===== src/led_regs_cfg.svh =====
`ifndef LED_REGS_CFG_SVH
`define LED_REGS_CFG_SVH

// Register offsets on the register port
`define CONFIG_OFFSET    1'h0
`define FAULT_OFFSET     1'h1

// Reset values
`define CONFIG_RESET     24'h000000
`define FAULT_RESET      24'h000000
`define FLAGS_RESET      18'h00000

// Field positions
`define DIAG_CFG_LSB     16
`define DIAG_CFG_MSB     23
`define DRAIN_CFG_MSB    15
`define PAIR_FLAGS_LSB   8
`define THERMAL_BIT      7
`define CMD_ERR_BIT      6
`define CRC_MSB          5

`endif


===== src/led_regs_pkg.sv =====
package led_regs_pkg;

    typedef logic [23:0] reg_word_t;
    typedef logic [5:0]  crc_t;

    // Per-pair fault flags, pair 7 in the top bit
    typedef struct packed {
        logic [7:0] led_open;
        logic [7:0] led_short;
        logic       thermal;
        logic       cmd_err;
    } fault_flags_s;

endpackage


===== src/led_driver_config_fault_regs.sv =====
`timescale 1ns/10ps
`include "led_regs_cfg.svh"

// How it works
// - Diagnostics bits 23..16 high put each paired pin in LED diagnostics mode.
// - Config bits 15..0 each enable one output power switch when high.
// - Odd output bit drives the switch of its whole diagnostics pin pair.
// - Even output bit drives only its own single output switch.
// - Fault readback sits at offset 1 and resets to zero.
// - Pair open flag sets on open LED, clears when read.
// - Pair short flag sets on shorted LED, clears when read.
// - Flags packed per pair descending, open above short.
// - Bit 7 flags thermal shutdown, clears when read.
// - Bit 6 flags command error of last transfer, clears when read.
// - Bits 5..0 read the configuration checksum.
module led_driver_config_fault_regs
    import led_regs_pkg::*;
(
    input  wire logic       core_clk_in,
    input  wire logic       resetn_in,
    input  wire logic       reg_wr_in,
    input  wire logic       reg_rd_in,
    input  wire logic       reg_addr_in,
    input  wire reg_word_t  reg_wdata_in,
    output reg_word_t       reg_rdata_out,
    output logic            reg_rvalid_out,
    input  wire logic [7:0] led_open_det_in,
    input  wire logic [7:0] led_short_det_in,
    input  wire logic       thermal_det_in,
    input  wire logic       cmd_err_in,
    input  wire crc_t       crc_in,
    output logic [15:0]     drain_switch_out,
    output logic [7:0]      pair_switch_out,
    output logic [7:0]      diag_mode_out
);

    reg_word_t    cfg_q;
    reg_word_t    cfg_d;
    reg_word_t    rdata_q;
    reg_word_t    rdata_d;
    logic         rvalid_q;
    logic         rvalid_d;
    logic [16:0]  det_meta_q;
    logic [16:0]  det_sync_q;
    fault_flags_s set_flags;
    fault_flags_s clr_flags;
    fault_flags_s flags;
    reg_word_t    fault_word;
    logic         wr_config;
    logic         rd_fault;

    function automatic logic hits(input logic strobe, input logic addr, input logic offs);
        hits = strobe && (addr == offs);
    endfunction

    assign wr_config = hits(reg_wr_in, reg_addr_in, `CONFIG_OFFSET);
    assign rd_fault  = hits(reg_rd_in, reg_addr_in, `FAULT_OFFSET);

    // Analog detector levels are asynchronous to the core clock
    always_ff @(posedge core_clk_in) begin
        if (!resetn_in) begin
            det_meta_q <= 17'h00000;
            det_sync_q <= 17'h00000;
        end else begin
            det_meta_q <= {led_open_det_in, led_short_det_in, thermal_det_in};
            det_sync_q <= det_meta_q;
        end
    end

    always_comb begin
        set_flags.led_open  = det_sync_q[16:9];
        set_flags.led_short = det_sync_q[8:1];
        set_flags.thermal   = det_sync_q[0];
        set_flags.cmd_err   = cmd_err_in;
        // Clear exactly what the read captured
        clr_flags = rd_fault ? flags : '0;
    end

    rc_flag_bank u_flags (
        .core_clk_in (core_clk_in),
        .resetn_in   (resetn_in),
        .set_in      (set_flags),
        .clr_in      (clr_flags),
        .flags_out   (flags)
    );

    // Readback layout, pair 7 on top, open above short
    generate
        for (genvar k = 0; k < 8; k++) begin : g_pack
            assign fault_word[`PAIR_FLAGS_LSB + 2*k + 1] = flags.led_open[k];
            assign fault_word[`PAIR_FLAGS_LSB + 2*k]     = flags.led_short[k];
        end
    endgenerate
    assign fault_word[`THERMAL_BIT]   = flags.thermal;
    assign fault_word[`CMD_ERR_BIT]   = flags.cmd_err;
    assign fault_word[`CRC_MSB:0]     = crc_in;

    always_comb begin
        cfg_d    = cfg_q;
        rdata_d  = rdata_q;
        rvalid_d = reg_rd_in;
        if (wr_config) begin
            cfg_d = reg_wdata_in;
        end
        // Configuration never reads back
        if (reg_rd_in) begin
            rdata_d = rd_fault ? fault_word : `CONFIG_RESET;
        end
    end

    always_ff @(posedge core_clk_in) begin
        if (!resetn_in) begin
            cfg_q    <= `CONFIG_RESET;
            rdata_q  <= `FAULT_RESET;
            rvalid_q <= 1'b0;
        end else begin
            cfg_q    <= cfg_d;
            rdata_q  <= rdata_d;
            rvalid_q <= rvalid_d;
        end
    end

    assign reg_rdata_out  = rdata_q;
    assign reg_rvalid_out = rvalid_q;

    assign drain_switch_out = cfg_q[`DRAIN_CFG_MSB:0];
    assign diag_mode_out    = cfg_q[`DIAG_CFG_MSB:`DIAG_CFG_LSB];
    generate
        for (genvar k = 0; k < 8; k++) begin : g_pair
            assign pair_switch_out[k] = cfg_q[2*k + 1];
        end
    endgenerate
endmodule // led_driver_config_fault_regs


===== src/rc_flag_bank.sv =====
`timescale 1ns/10ps
`include "led_regs_cfg.svh"

module rc_flag_bank
    import led_regs_pkg::*;
(
    input  wire logic         core_clk_in,
    input  wire logic         resetn_in,
    input  wire fault_flags_s set_in,
    input  wire fault_flags_s clr_in,
    output fault_flags_s      flags_out
);

    fault_flags_s flags_q;
    fault_flags_s flags_d;

    // Set wins over a clear in the same cycle
    always_comb begin
        flags_d = (flags_q & ~clr_in) | set_in;
    end

    always_ff @(posedge core_clk_in) begin
        if (!resetn_in) begin
            flags_q <= `FLAGS_RESET;
        end else begin
            flags_q <= flags_d;
        end
    end

    assign flags_out = flags_q;
endmodule // rc_flag_bank

===== config.mk =====
export PLATFORM = sky130hd
export DESIGN_NAME = led_driver_config_fault_regs
export DESIGN_NICKNAME = d
export VERILOG_FILES = /design/src/led_regs_pkg.sv /design/src/led_driver_config_fault_regs.sv /design/src/rc_flag_bank.sv
export VERILOG_INCLUDE_DIRS = /design/src
export SDC_FILE = /design/constraint.sdc
export NUM_CORES = 1
export LEC_CHECK = 0
export BUFFER_PORTS_ARGS = -buffer_cell sky130_fd_sc_hd__buf_2
export CAP_MARGIN = 10
export CORE_ASPECT_RATIO = 1.25
export CORE_UTILIZATION = 54
export CTS_CLUSTER_DIAMETER = 50
export DETAILED_ROUTE_END_ITERATION = 10
export MAX_ROUTING_LAYER = met4
export PLACE_DENSITY = 0.84
export SLEW_MARGIN = 40
export SYNTH_ARGS = -nofsm -noshare
export SYNTH_HDL_FRONTEND = slang
export SYNTH_SLANG_ARGS = --single-unit

===== constraint.sdc =====
create_clock -name core_clk_in -period 3.45 [get_ports core_clk_in]
set_clock_uncertainty 0.1 [all_clocks]
set_input_delay 0.8625 -clock core_clk_in [delete_from_list [all_inputs] [get_ports core_clk_in]]
set_output_delay 0.8625 -clock core_clk_in [all_outputs]
set_load 0.01 [all_outputs]

==> out/qor.tcl <==
set qor(rsz_0062_raised_after_global_routing) {false}
set qor(yosys.area.top_type_share_pct) 57.6
set qor(post-route-drc-count) 0
set qor(postCtsResizedCells) 0
set qor(muxShareOfSynthArea_pct) 6.84
set qor(part_of_the_cycle_the_worst_path_needs_pct) 55.0
set qor(htree_levels) 3
set qor(core_area_sq_mm) 0.00621
set qor(area_of_the_die_sq_mm) 0.00683
set qor(standby_leakage_power_nw) 1.90
set qor(power.net_switching_w) 0.000515
set qor(syn_area_sq_mm) 0.00351
set qor(place_hpwl_mm) 4.09
set qor(initial_drt_pass_iterations) 4
set qor(synth-seq-cells) 101
set qor(combinational_power_share_pct) 8.0
set qor(grtUsageTotal_pct) 18.3
set qor(syn_area_per_cell_sq_um) 9.86
set qor(chipWidth_um) 74.1
set qor(final.setup.tns_ps) 0
set qor(grt_max_degree) 63
set qor(num_clock_sinks) 101
set qor(io_pins) 110
set qor(switching_share_pct) 24.5
set qor(synth_area_in_compound_gates_pct) 8.27
set qor(yosys_synthesis_warning_count) 0
set qor(maxSlewHeadroom_pct) 63.8
set qor(postCtsSetupBuffers) 0
set qor(cts_inserted_buffers) 9
set qor(clock_path_buffers) 2
set qor(min_delay_path_depth) 1
set qor(post_synth_fa_ha_maj_area_fraction_pct) 0
set qor(netlist_instances) 356
set qor(final_max_slew_viol_count) 0
set qor(critical_path_class) {input pin to register}
set qor(worstPathRequired_ps) 3560
set qor(detail_route.vias_per_cell) 4.85
set qor(setup_viol) 0
set qor(first_pass_grt_wire_length_mm) 9.40
set qor(clk-insertion-delay-late_ps) 350
set qor(grt_pass1_vias) 2262
set qor(synth-xor-area-share_pct) 0
set qor(cts_root_buffer_type) {clkbuf_8}
set qor(route.final.wire_length_mm) 6.06
set qor(hold-worst-slack_ps) 338
set qor(finish.cell_count_without_fillers) 535
set qor(placedCellCount) 519
set qor(critPathLaunchType) {input pin}
set qor(min_period_ps) 1900
set qor(synth_seq_area_share_pct) 57.6
set qor(path_max_fanout) 43
set qor(p_int_w) 0.00159
set qor(final_net_count) 498
set qor(reg2reg_depth) 2
set qor(power_frac_clock_pct) 33.3
set qor(seq_power_share_pct) 58.8
set qor(cts_hold_buffers) 0
set qor(regArea_sq_mm) 0.00202
set qor(worstMarginPinSlew_ps) 543
set qor(ant_nets) 0
set qor(yosys-top-cells-area) {dfxtp_1, nand2_1, mux2i_1}
set qor(clkTransAtPathRegs_ps) 90
set qor(areaGrowthSynthToFinish_pct) 19.1
set qor(finalCoreUtilization_pct) 67.4
set qor(synth_nets) 409
set qor(antenna_found_initial) 0
set qor(final_layout_size_suffix_gt1_share_pct) 29.3
set qor(hold_viol) 0
set qor(worst_hold_path_type) {register to register}
set qor(synthDominantAreaCellType) {dfxtp_1}
set qor(timing.critical_path.arrival_ps) 2010
set qor(overflow) 0
set qor(final.fill_count) 502
set qor(outcome) {finished clean}
set qor(maximum_vdd_drop_mv) 0.339
set qor(dr.first_iter.drc_count) 82
set qor(detailroute.via_count) 2597
set qor(num_antenna_cells) 0
set qor(synth_top_family_by_area) {simple AND/OR/NAND/NOR gates}
set qor(power_density_mw_per_mm2) 503
set qor(post_detailed_route_wirelength_per_cell_um) 11.3
set qor(start_util_pct) 56.6
set qor(max_clock_freq_mhz) 527
set qor(placement.io_buffers) 109
set qor(critical_path.endpoint_type) {register}
set qor(num_rows) 32
set qor(reported_max_cap_violation_count) 0
set qor(cts_tree) {yes}
set qor(globalplace.congestion) 0.743
set qor(synth_simple_gate_area_share_pct) 21.1
set qor(netlist-cell-type-count) 14
set qor(multi_input_area_sq_mm) 0.00127
set qor(die-height_um) 92.2
Yosys cell counts:
cell type and number:
buf_4 10, and2_1 36, buf_6 3, and2_4 1
o21ai_0 16, nor2b_1 17, clkbuf_1 6, dfxtp_1 101
buf_2 17, o21ai_1 10, nand3b_1 8, mux2i_1 24
a32o_1 16, nand2_1 91
power groups by stage:
stage                     registers [W]  clock network [W]  logic [W]
after floorplan                 0.00127                  0   0.000103
after global placement          0.00126                  0   0.000163
after detailed placement        0.00126                  0   0.000169
after CTS                       0.00124           0.000725   0.000169
after global routing            0.00124           0.000776   0.000187
final                           0.00124           0.000700   0.000167
registers in the layout, indices dropped and copies added (netlist names):
signal	count
det_sync_q	17
cfg_q	24
reg_rvalid_out	1
det_meta_q	17
reg_rdata_out	24
u_flags.flags_out	18
layer usage:
layer  vias up  share of wire, %  global-route usage, %
li1       1334                 -                      -
met1      1171                44                   19.1
met2        88                49                   31.9
met3         4               6.5                   5.27
met4         0              0.63                   6.73
met5         -                 0                      -
worst paths after layout:
path,startpoint,endpoint,slack (ps)
max reg2reg,reg_rdata_out[8],reg_rdata_out[8],2590
min reg2reg,det_meta_q[10],det_sync_q[10],340
max,reg_rd_in,u_flags.flags_out[0],1550
min,det_meta_q[10],det_sync_q[10],340
metrics by stage:
| stage | total power, W | cell area (sq um) | setup WS (ps) |
|---|---|---|---|
| after floorplan | 0.00137 | 3510 | 1650 |
| after global placement | 0.00142 | 3990 | 1240 |
| after detailed placement | 0.00143 | 3990 | 1190 |
| after CTS | 0.00213 | 4180 | 1540 |
| after global routing | 0.00220 | 4180 | 1400 |
| final | 0.00210 | 4180 | 1550 |
worst max-delay path, cell delays in order:
cell and delay, ps:
buf_2 70, buf_4 320, and2_1 540, o21ai_0 200
cell families after synthesis:
| logic type | Yosys count |
|---|---|
| AND/OR/NAND/NOR | 153 |
| flip-flops | 101 |
| AO/OA/AOI/OAI | 42 |
| buffers and inverters | 36 |
| multiplexers | 24 |
final cells by class:
type | instances | area share (%)
well taps | 85 | 2.54
flip-flops and latches | 101 | 48.3
repair buffers | 114 | 14.0
clock buffers | 10 | 3.29
clock inverters | 6 | 1.35
multi-input cells | 219 | 30.5
cells in the final DEF (no fill, tap or decap):
master      netlist  layout
o21ai_0          16      16
nor2b_1          17      16
clkinvlp_4        0       1
a32o_1           16      16
mux2i_1          24      24
and2_4            1       1
clkbuf_8          0      10
nand3b_1          8       8
dfxtp_1         101     101
nor2b_2           0       1
nand2_1          91      91
and2_1           36      36
o21ai_1          10      10
buf_4            10       6
buf_2            17     108
clkinv_4          0       3
inv_8             0       2
No activity file was read; power rests on OpenSTA's default activity.
